File: config.mk
export PLATFORM = sky130hd
export DESIGN_NAME = sar_conversion_control
export DESIGN_NICKNAME = d
export VERILOG_FILES = /design/src/sar_conv_pkg.sv /design/src/sar_conversion_control.sv /design/src/pin_sync.sv
export SDC_FILE = /design/constraint.sdc
export NUM_CORES = 1
export LEC_CHECK = 0
export BUFFER_PORTS_ARGS = -buffer_cell sky130_fd_sc_hd__buf_2
export CAP_MARGIN = 15
export CORE_MARGIN = 2
export CORE_UTILIZATION = 39
export CTS_BUF_LIST = sky130_fd_sc_hd__clkbuf_4
export DETAILED_ROUTE_END_ITERATION = 7
export MAX_ROUTING_LAYER = met4
export PLACE_DENSITY = 0.59
export SLEW_MARGIN = 20
export SYNTH_ARGS = -nofsm -noshare
export SYNTH_HDL_FRONTEND = slang
export SYNTH_SLANG_ARGS = --single-unit
export TNS_END_PERCENT = 10
File: constraint.sdc
create_clock -name clk -period 1.8 [get_ports clk]
set_clock_uncertainty 0.1 [all_clocks]
set_input_delay 0.18 -clock clk [delete_from_list [all_inputs] [get_ports clk]]
set_output_delay 0.18 -clock clk [all_outputs]
set_load 0.05 [all_outputs]
File: src/sar_conv_pkg.sv
/*
 * Shared constants and carrier types for the successive-approximation
 * conversion controller.
 * Assumes a single 20 MHz system clock and that all users import this package.
 */
package sar_conv_pkg;

    // ==========================================================
    // Resolution and code values
    // ==========================================================
    localparam int RES_BITS = 16;              // Bits resolved per conversion
    localparam int MSB_POS = 15;               // Index of the first decided bit
    localparam logic [15:0] TRIAL_RST = 16'h0000;   // Trial word at reset
    localparam logic [15:0] MSB_TRIAL = 16'h8000;   // First trial word
    localparam logic [15:0] CODE_TOP = 16'hFFFF;    // Top binary code
    localparam logic [15:0] CODE_BOTTOM = 16'h0000; // Bottom binary code
    localparam logic [3:0] BIT_IDX_RST = 4'hF;      // Bit index at reset

    // ==========================================================
    // Timing, in nanoseconds and derived cycles
    // ==========================================================
    localparam int CLK_PERIOD_NS = 50;         // 20 MHz system clock
    localparam int STEP_TIME_NS = 100;         // One approximation step, least
    localparam int STEP_CYCLES = (STEP_TIME_NS + CLK_PERIOD_NS - 1) / CLK_PERIOD_NS;
    localparam int ACQ_TIME_NS = 280;          // Least acquisition time
    localparam int ACQ_CYCLES = (ACQ_TIME_NS + CLK_PERIOD_NS - 1) / CLK_PERIOD_NS;
    localparam int GAP_TIME_NS = 1000000;      // Longest accurate gap in fast modes
    localparam int GAP_CYCLES = GAP_TIME_NS / CLK_PERIOD_NS;

    // ==========================================================
    // Carrier types
    // ==========================================================
    typedef struct packed
    {
        logic high_rate;      // High-rate select strap
        logic rate_option;    // Rate option strap
    } rate_mode_t;

    typedef struct packed
    {
        logic [15:0] code;    // Coded result
        logic stale;          // Fast result of the first launch after reset or after a long gap
    } result_t;

    localparam rate_mode_t MODE_RST = '{high_rate: 1'b0, rate_option: 1'b0};
    localparam result_t RESULT_RST = '{code: 16'h0000, stale: 1'b0};

endpackage : sar_conv_pkg

File: src/sar_conversion_control.sv
/*
 * Conversion control of a 16-bit successive-approximation converter:
 * start, acquisition, bit-by-bit approximation, coding, saturation, busy.
 * Assumes comparator and range flags come from front-end logic on clk;
 * every other control input is a pin and is synchronised here.
 */
`timescale 1ns/10ps
module sar_conversion_control
    import sar_conv_pkg::*;
#(
    parameter int GAP_LIMIT = GAP_CYCLES    // Shorten in simulation
)
(
    input wire logic clk,
    input wire logic reset_n,
    input wire logic conversion_start_n,
    input wire logic reset_input,
    input wire logic power_down_input,
    input wire logic high_rate_select,
    input wire logic rate_option,
    input wire logic output_coding_select,
    input wire logic comparator_high,
    input wire logic over_range,
    input wire logic under_range,
    output logic busy,
    output logic sample_hold,
    output logic [15:0] dac_trial,
    output sar_conv_pkg::result_t result,
    output sar_conv_pkg::rate_mode_t active_mode
);
    import sar_conv_pkg::*;

    localparam int GW = $clog2(GAP_LIMIT + 1);
    localparam int SW = $clog2(STEP_CYCLES + 1);
    localparam int AW = $clog2(ACQ_CYCLES + 1);
    localparam int BUSY_LEN = RES_BITS * STEP_CYCLES + 1;

    typedef enum logic [1:0] {ST_ACQ, ST_READY, ST_CONVERT, ST_FINISH} conv_state_t;

    // ==========================================================
    // Pin synchronisation
    // ==========================================================
    logic [5:0] pins_s;        // Synchronised pins
    logic start_n_s;           // Start, synchronised
    logic abort_s;             // Reset input, synchronised
    logic pd_s;                // Power-down, synchronised
    rate_mode_t straps_s;      // Rate straps, synchronised
    logic coding_s;            // Coding select, synchronised

    pin_sync #(.WIDTH(6)) u_pin_sync
    (
        .clk(clk),
        .reset_n(reset_n),
        .pins({conversion_start_n, reset_input, power_down_input,
               high_rate_select, rate_option, output_coding_select}),
        .synced(pins_s)
    );

    assign start_n_s = pins_s[5];
    assign abort_s = pins_s[4];
    assign pd_s = pins_s[3];
    assign straps_s = '{high_rate: pins_s[2], rate_option: pins_s[1]};
    assign coding_s = pins_s[0];

    // ==========================================================
    // State and datapath registers
    // ==========================================================
    conv_state_t state_ff;     // Conversion sequencer
    logic start_prev_ff;       // Last start level, for edge detect
    logic [AW-1:0] acq_cnt_ff; // Acquisition timer
    logic [SW-1:0] step_cnt_ff;// Conversion clock divider
    logic [3:0] bit_idx_ff;    // Bit under decision
    logic ovr_ff;              // Over range seen at hold
    logic und_ff;              // Under range seen at hold
    logic [GW-1:0] gap_cnt_ff; // Cycles since last launch
    logic first_ff;            // No launch since reset
    logic stale_pend_ff;       // Staleness of the running conversion
    logic start_fall;          // Falling edge of start
    logic start_ok;            // Accepted launch
    logic step_en;             // One approximation step
    logic fast_mode;           // Either fast mode strapped
    logic [15:0] nxt_code;     // Coded result being formed
    logic [15:0] bin_code;     // Saturated straight binary result

    assign start_fall = start_prev_ff && !start_n_s;
    // Acquisition must be complete and power-down low before launch
    assign start_ok = (state_ff == ST_READY) && start_fall && !pd_s && !abort_s;
    assign step_en = (state_ff == ST_CONVERT) && (step_cnt_ff == SW'(STEP_CYCLES - 1));
    // Both straps low is normal mode; high-rate high is a fast mode
    assign fast_mode = straps_s.high_rate;

    // Start edge history
    always_ff @(posedge clk)
    begin
        if (!reset_n)
            start_prev_ff <= 1'b0;
        else
            start_prev_ff <= start_n_s;
    end

    // ==========================================================
    // Sequencer
    // ==========================================================
    always_ff @(posedge clk)
    begin
        if (!reset_n || abort_s)
        begin
            state_ff <= ST_ACQ;
        end
        else
        begin
            unique case (state_ff)
                ST_ACQ:
                begin
                    // Tracking until the sample has settled
                    if (acq_cnt_ff == AW'(ACQ_CYCLES - 1))
                        state_ff <= ST_READY;
                end
                ST_READY:
                begin
                    if (start_ok)
                        state_ff <= ST_CONVERT;
                end
                ST_CONVERT:
                begin
                    if (step_en && bit_idx_ff == 4'h0)
                        state_ff <= ST_FINISH;
                end
                ST_FINISH:
                begin
                    // Power-down waits here for nothing; the next start is gated
                    state_ff <= ST_ACQ;
                end
            endcase
        end
    end

    // Acquisition timer
    always_ff @(posedge clk)
    begin
        if (!reset_n || abort_s || state_ff != ST_ACQ)
            acq_cnt_ff <= '0;
        else if (acq_cnt_ff != AW'(ACQ_CYCLES - 1))
            acq_cnt_ff <= acq_cnt_ff + AW'(1);
    end

    // Conversion clock: one step enable every STEP_CYCLES
    always_ff @(posedge clk)
    begin
        if (!reset_n || state_ff != ST_CONVERT || step_en)
            step_cnt_ff <= '0;
        else
            step_cnt_ff <= step_cnt_ff + SW'(1);
    end

    // ==========================================================
    // Successive approximation
    // ==========================================================
    always_ff @(posedge clk)
    begin
        if (!reset_n || abort_s)
        begin
            dac_trial <= TRIAL_RST;
            bit_idx_ff <= BIT_IDX_RST;
        end
        else if (start_ok)
        begin
            // First trial is half scale: most significant bit first
            dac_trial <= MSB_TRIAL;
            bit_idx_ff <= 4'(MSB_POS);
        end
        else if (step_en)
        begin
            // Drop the trial bit if the sample lies below it
            if (!comparator_high)
                dac_trial[bit_idx_ff] <= 1'b0;
            if (bit_idx_ff != 4'h0)
            begin
                dac_trial[bit_idx_ff - 4'h1] <= 1'b1;
                bit_idx_ff <= bit_idx_ff - 4'h1;
            end
        end
    end

    // Range flags held with the sample
    always_ff @(posedge clk)
    begin
        if (!reset_n)
        begin
            ovr_ff <= 1'b0;
            und_ff <= 1'b0;
        end
        else if (start_ok)
        begin
            ovr_ff <= over_range;
            und_ff <= under_range;
        end
    end

    // Sample-and-hold and busy follow the launch and the finish
    always_ff @(posedge clk)
    begin
        if (!reset_n || abort_s)
        begin
            busy <= 1'b0;
            sample_hold <= 1'b0;
        end
        else if (start_ok)
        begin
            busy <= 1'b1;
            sample_hold <= 1'b1;
        end
        else if (state_ff == ST_FINISH)
        begin
            busy <= 1'b0;
            sample_hold <= 1'b0;
        end
    end

    // ==========================================================
    // Output coding and saturation
    // ==========================================================
    always_comb
    begin
        // Out of range forces the end codes regardless of the search
        if (ovr_ff)
            bin_code = CODE_TOP;
        else if (und_ff)
            bin_code = CODE_BOTTOM;
        else
            bin_code = dac_trial;
        // Twos complement is binary with the sign bit inverted
        nxt_code = {bin_code[15] ^ !coding_s, bin_code[14:0]};
    end

    // Result is loaded as busy falls at the finish; an abort keeps the last result
    always_ff @(posedge clk)
    begin
        if (!reset_n)
            result <= RESULT_RST;
        else if (state_ff == ST_FINISH && !abort_s)
            result <= '{code: nxt_code, stale: stale_pend_ff};
    end

    // ==========================================================
    // Fast-mode gap tracking
    // ==========================================================
    // Flags, not blocks: the host decides to discard
    always_ff @(posedge clk)
    begin
        if (!reset_n)
        begin
            gap_cnt_ff <= '0;
            first_ff <= 1'b1;
            stale_pend_ff <= 1'b0;
            active_mode <= MODE_RST;
        end
        else if (start_ok)
        begin
            gap_cnt_ff <= '0;
            first_ff <= 1'b0;
            // Normal mode has no gap limit
            stale_pend_ff <= fast_mode && (first_ff || gap_cnt_ff >= GW'(GAP_LIMIT));
            active_mode <= straps_s;
        end
        else if (gap_cnt_ff < GW'(GAP_LIMIT))
        begin
            gap_cnt_ff <= gap_cnt_ff + GW'(1);
        end
    end

    // ==========================================================
    // Checks
    // ==========================================================
    logic [7:0] busy_len_ff;   // Busy length helper
    always_ff @(posedge clk)
    begin
        if (!reset_n || !busy)
            busy_len_ff <= '0;
        else
            busy_len_ff <= busy_len_ff + 8'h01;
    end
endmodule : sar_conversion_control

File: src/pin_sync.sv
/*
 * Two-flip-flop synchroniser for a group of asynchronous pins.
 * Assumes the pins are quasi-static relative to the clock.
 */
`timescale 1ns/10ps
module pin_sync
#(
    parameter int WIDTH = 1
)
(
    input wire logic clk,
    input wire logic reset_n,
    input wire logic [WIDTH-1:0] pins,
    output logic [WIDTH-1:0] synced
);

    // First stage, read only by the second stage
    logic [WIDTH-1:0] meta_ff;

    // ==========================================================
    // Two-stage capture
    // ==========================================================
    always_ff @(posedge clk)
    begin
        if (!reset_n)
        begin
            meta_ff <= '0;
            synced <= '0;
        end
        else
        begin
            meta_ff <= pins;
            synced <= meta_ff;
        end
    end

endmodule : pin_sync

==> impl_metrics.py <==
metrics = {
    "clocking": {
        "numCtsBuffers": 9,
        "clock_tree_from_tritoncts": "yes",
        "clock_tree.buffer_depth": 2,
        "cts_max_level": 3,
        "clk_latency_ns": 0.42,
        "cts.reportedPaths.clkPinSlew_ns": 0.13,
        "clock-root-buffer": "sky130_fd_sc_hd__clkbuf_4",
        "cts.sinks": 79,
    },
    "synthesis": {
        "synthesis.instances": 369,
        "synth_nets": 393,
        "synthesis.yosys.warnings": 0,
        "netlist_area_um2": 3268,
        "synthesized_flop_and_latch_total": 79,
        "synthesis.area_per_instance_um2": 8.857,
        "synth-seq-area-share_pct": 48.39,
        "synthDistinctLibCells": 46,
    },
    "detailed_routing": {
        "vias_per_cell": 5.160,
        "routedWlPerCell_um": 13.44,
        "drc_errors": 0,
        "number_of_nets_still_failing_antenna_checks_after_routing": 0,
        "drt_wl_total_um": 7457,
        "detail_route.first_pass.iterations": 4,
        "detailroute.via_count": 2864,
        "drt-initial-drc-count": 205,
    },
    "sta": {
        "finalCritPeriodShare_pct": 95.93,
        "timing.fmax_mhz": 579.1,
        "grt_setup_unrepaired": "yes",
        "final_setup_violations": 0,
        "worstMarginPinSlew_ns": 0.5536,
        "hold_violations": 0,
        "slew-limit-headroom_pct": 63.05,
        "finalWorstPathRequiredPeriod_ns": 1.727,
        "slew_violations": 0,
    },
    "pwr": {
        "clock_power_share_pct": 34.1,
        "cellInternalPower_mw": 2.313,
        "power.total_mw": 3.039,
        "leakagePower_nw": 1.619,
        "ir_worst_vdd_mv": 0.3795,
        "p_sw_uw": 726.0,
        "switching_share_pct": 23.89,
        "pwr-share-seq_pct": 59.5,
        "power_density_nw_per_um2": 753.9,
        "power_frac_comb_pct": 6.4,
    },
    "worst_setup_path": {
        "critical_path_required_ns": 2.06,
        "critical_path_start_type": "flop",
        "path_max_fanout": 6,
        "worst_path_dominant_cell_family": "compound AO/OA/AOI/OAI gates",
        "timing.critical_path.arrival_ns": 1.99,
        "setup.worst_path.end_class": "flop",
        "max_stage_delay_ns": 0.36,
        "timing.critical_path.cells": "inv_1, ha_1, nand4bb_1, a222oi_1, buf_4, nor2_1, nor3_1",
        "critical_path.slowest_cell": "sky130_fd_sc_hd__a222oi_1",
        "critical_path_buf_inv_count": 2,
        "criticalPathCategory": "flop to flop",
    },
    "final_layout": {
        "antenna-diode-count": 0,
        "share_of_final_layout_standard_cells_stronger_than_drive_strength_1_pct": 22.00,
        "final_nets": 469,
        "mostFrequentLayoutCell": "sky130_fd_sc_hd__dfxtp_1",
        "most-common-layout-cells": "sky130_fd_sc_hd__dfxtp_1 (79), sky130_fd_sc_hd__buf_2 (47), sky130_fd_sc_hd__a21oi_1 (43)",
        "syn2layout_area_growth_pct": 23.35,
        "layout_cell_area_excl_fill_um2": 4031,
    },
    "floorplanning": {
        "starting_density_of_the_core_pct": 39.98,
        "design.die.area_um2": 9128,
        "die_width_um": 95.54,
        "top_level_ports": 48,
        "die_h_um": 95.54,
        "core.rowCount": 33,
        "core_um2": 8175,
    },
    "placement": {
        "io_buffer_count": 47,
        "detailedPlacementHpwl_um": 5354,
        "postPlaceCellArea_um2": 3756,
        "place_congestion": 0.8885,
    },
    "grt": {
        "globalRouteOverflowTotal": 0,
        "grt_start_max_net_pins": 35,
        "antenna_found_initial": 0,
        "first_global_vias": 2602,
        "groute.usage.overall_pct": 17.79,
        "grt_pass1_wl_um": 12340,
    },
    "run": {
        "max-cap-violations": 0,
    },
    "min_path": {
        "hold_class": "flop to flop",
    },
    "run_status": {
        "run_status": "complete, no violations",
    },
}
==> what timing repair did <==
item | 4_1_cts | 5_1_grt
endpoints found under the setup margin | 0 | 19
buffers inserted | 0 | 3
hold buffers | 9 | 0
resized for setup | 0 | 7
hold endpoints to repair | 10 | 0
==> layout make-up <==
class | instances | area [µm²]
fillers | 792 | 4144
multi-input cells | 259 | 1593
flip-flops and latches | 79 | 1582
repair buffers | 83 | 540.5
well taps | 105 | 131.4
clock buffers | 10 | 75.07
clock inverters | 6 | 61.31
inverters | 13 | 48.80
==> metal layers <==
layer  up-vias  share of wire [%]  track usage, %
met2        79                 44           24.88
li1       1464                  -               -
met3        13                4.1           3.715
met1      1308                 50           24.49
met5         -                  0               -
met4         0                2.1           8.214
==> cells by family (layout without fill, tap and decap cells) <==
kind of cell             count (synthesis)  after routing  synth area share [%]
AND/OR/NAND/NOR                        117            117                 18.80
AO/OA/AOI/OAI                          113            113                 19.56
flip-flops                              79             79                 48.39
buffers and inverters                   31            112                 3.752
adder cells (fa/ha/maj)                 13             13                 4.977
XOR/XNOR                                10             10                 2.680
multiplexers                             6              6                 1.838
==> worst register-to-register path, cell delays in order, from the launching register on <==
cell	delay [ns]
sky130_fd_sc_hd__dfxtp_1	0.33
sky130_fd_sc_hd__inv_1	0.09
sky130_fd_sc_hd__ha_1	0.27
sky130_fd_sc_hd__nand4bb_1	0.14
sky130_fd_sc_hd__a222oi_1	0.36
sky130_fd_sc_hd__buf_4	0.18
sky130_fd_sc_hd__nor2_1	0.04
sky130_fd_sc_hd__nor3_1	0.16
==> path summary, 6_finish.rpt <==
| check | to | start | cells after the start | slack [ns] |
|---|---|---|---|---|
| min | step_cnt_ff[0] | step_cnt_ff[0] | 1 | 0.33 |
| min reg2reg | step_cnt_ff[0] | step_cnt_ff[0] | 1 | 0.33 |
| max | state_ff[0] | bit_idx_ff[1] | 7 | 0.07 |
| max reg2reg | state_ff[0] | bit_idx_ff[1] | 7 | 0.07 |
==> metrics by stage <==
step | hold slack [ns] | cells | utilization (%) | worst slack, ns | setup TNS (ns)
floorplan | 0.2073 | 369 | - | 0.04629 | 0
global placement | 0.2892 | 527 | 45.94 | 0.07491 | 0
detailed placement | 0.2905 | 527 | 45.94 | 0.03589 | 0
CTS | 0.3132 | 552 | 48.71 | 0.01045 | 0
global route | 0.3284 | 555 | 49.31 | -0.01591 | -0.01591
finish | 0.3295 | 555 | 49.31 | 0.07318 | 0
==> cells in the mapped netlist, drive strengths merged <==
library cell	number	area (µm²)
nor4	1	6.260
or4b	1	10.01
nand2b	8	50.05
o21ba	1	10.01
nand3	10	50.05
nand4bb	1	11.26
or4	1	7.510
nor3b	1	7.510
a222oi	1	10.01
and3	4	25.02
nand4	6	37.54
and2b	1	7.510
mux2i	6	60.06
inv	13	48.80
and3b	2	17.52
nor2	26	100.1
a32o	1	10.01
o22ai	12	75.07
a21oi	43	215.2
clkbuf	14	52.55
or3	7	43.79
o2111ai	3	26.28
nor3	4	20.02
nor4bb	1	10.01
a211oi	3	22.52
ha	13	162.7
xor2	3	26.28
and4	1	8.760
o21ai	40	200.2
a31oi	1	6.260
nand2	25	93.84
o211ai	3	22.52
nand3b	1	7.510
a41oi	1	8.760
xnor2	7	61.31
buf	4	21.27
o2bb2ai	1	8.760
and2	15	93.84
a211o	1	8.760
or2	1	6.260
o31ai	2	15.01
dfxtp	79	1582
==> power by group through the flow <==
stage | registers, mW | logic, mW | clock network (mW)
after floorplan | 1.84 | 0.114 | 0
after global placement | 1.85 | 0.166 | 0
after detailed placement | 1.85 | 0.170 | 0
after CTS | 1.81 | 0.185 | 1.08
after global routing | 1.81 | 0.221 | 1.16
final | 1.81 | 0.194 | 1.04
==> flip-flops by register name (all words and copies together) (netlist names) <==
| name | flops |
|---|---|
| acq_cnt_ff | 3 |
| active_mode | 2 |
| bit_idx_ff | 4 |
| dac_trial | 16 |
| first_ff | 1 |
| gap_cnt_ff | 15 |
| ovr_ff | 1 |
| result | 17 |
| sample_hold | 1 |
| stale_pend_ff | 1 |
| start_prev_ff | 1 |
| state_ff | 2 |
| step_cnt_ff | 2 |
| u_pin_sync.meta_ff | 6 |
| u_pin_sync.synced | 6 |
| und_ff | 1 |
Note: power is estimated with default switching activity, not from simulation.
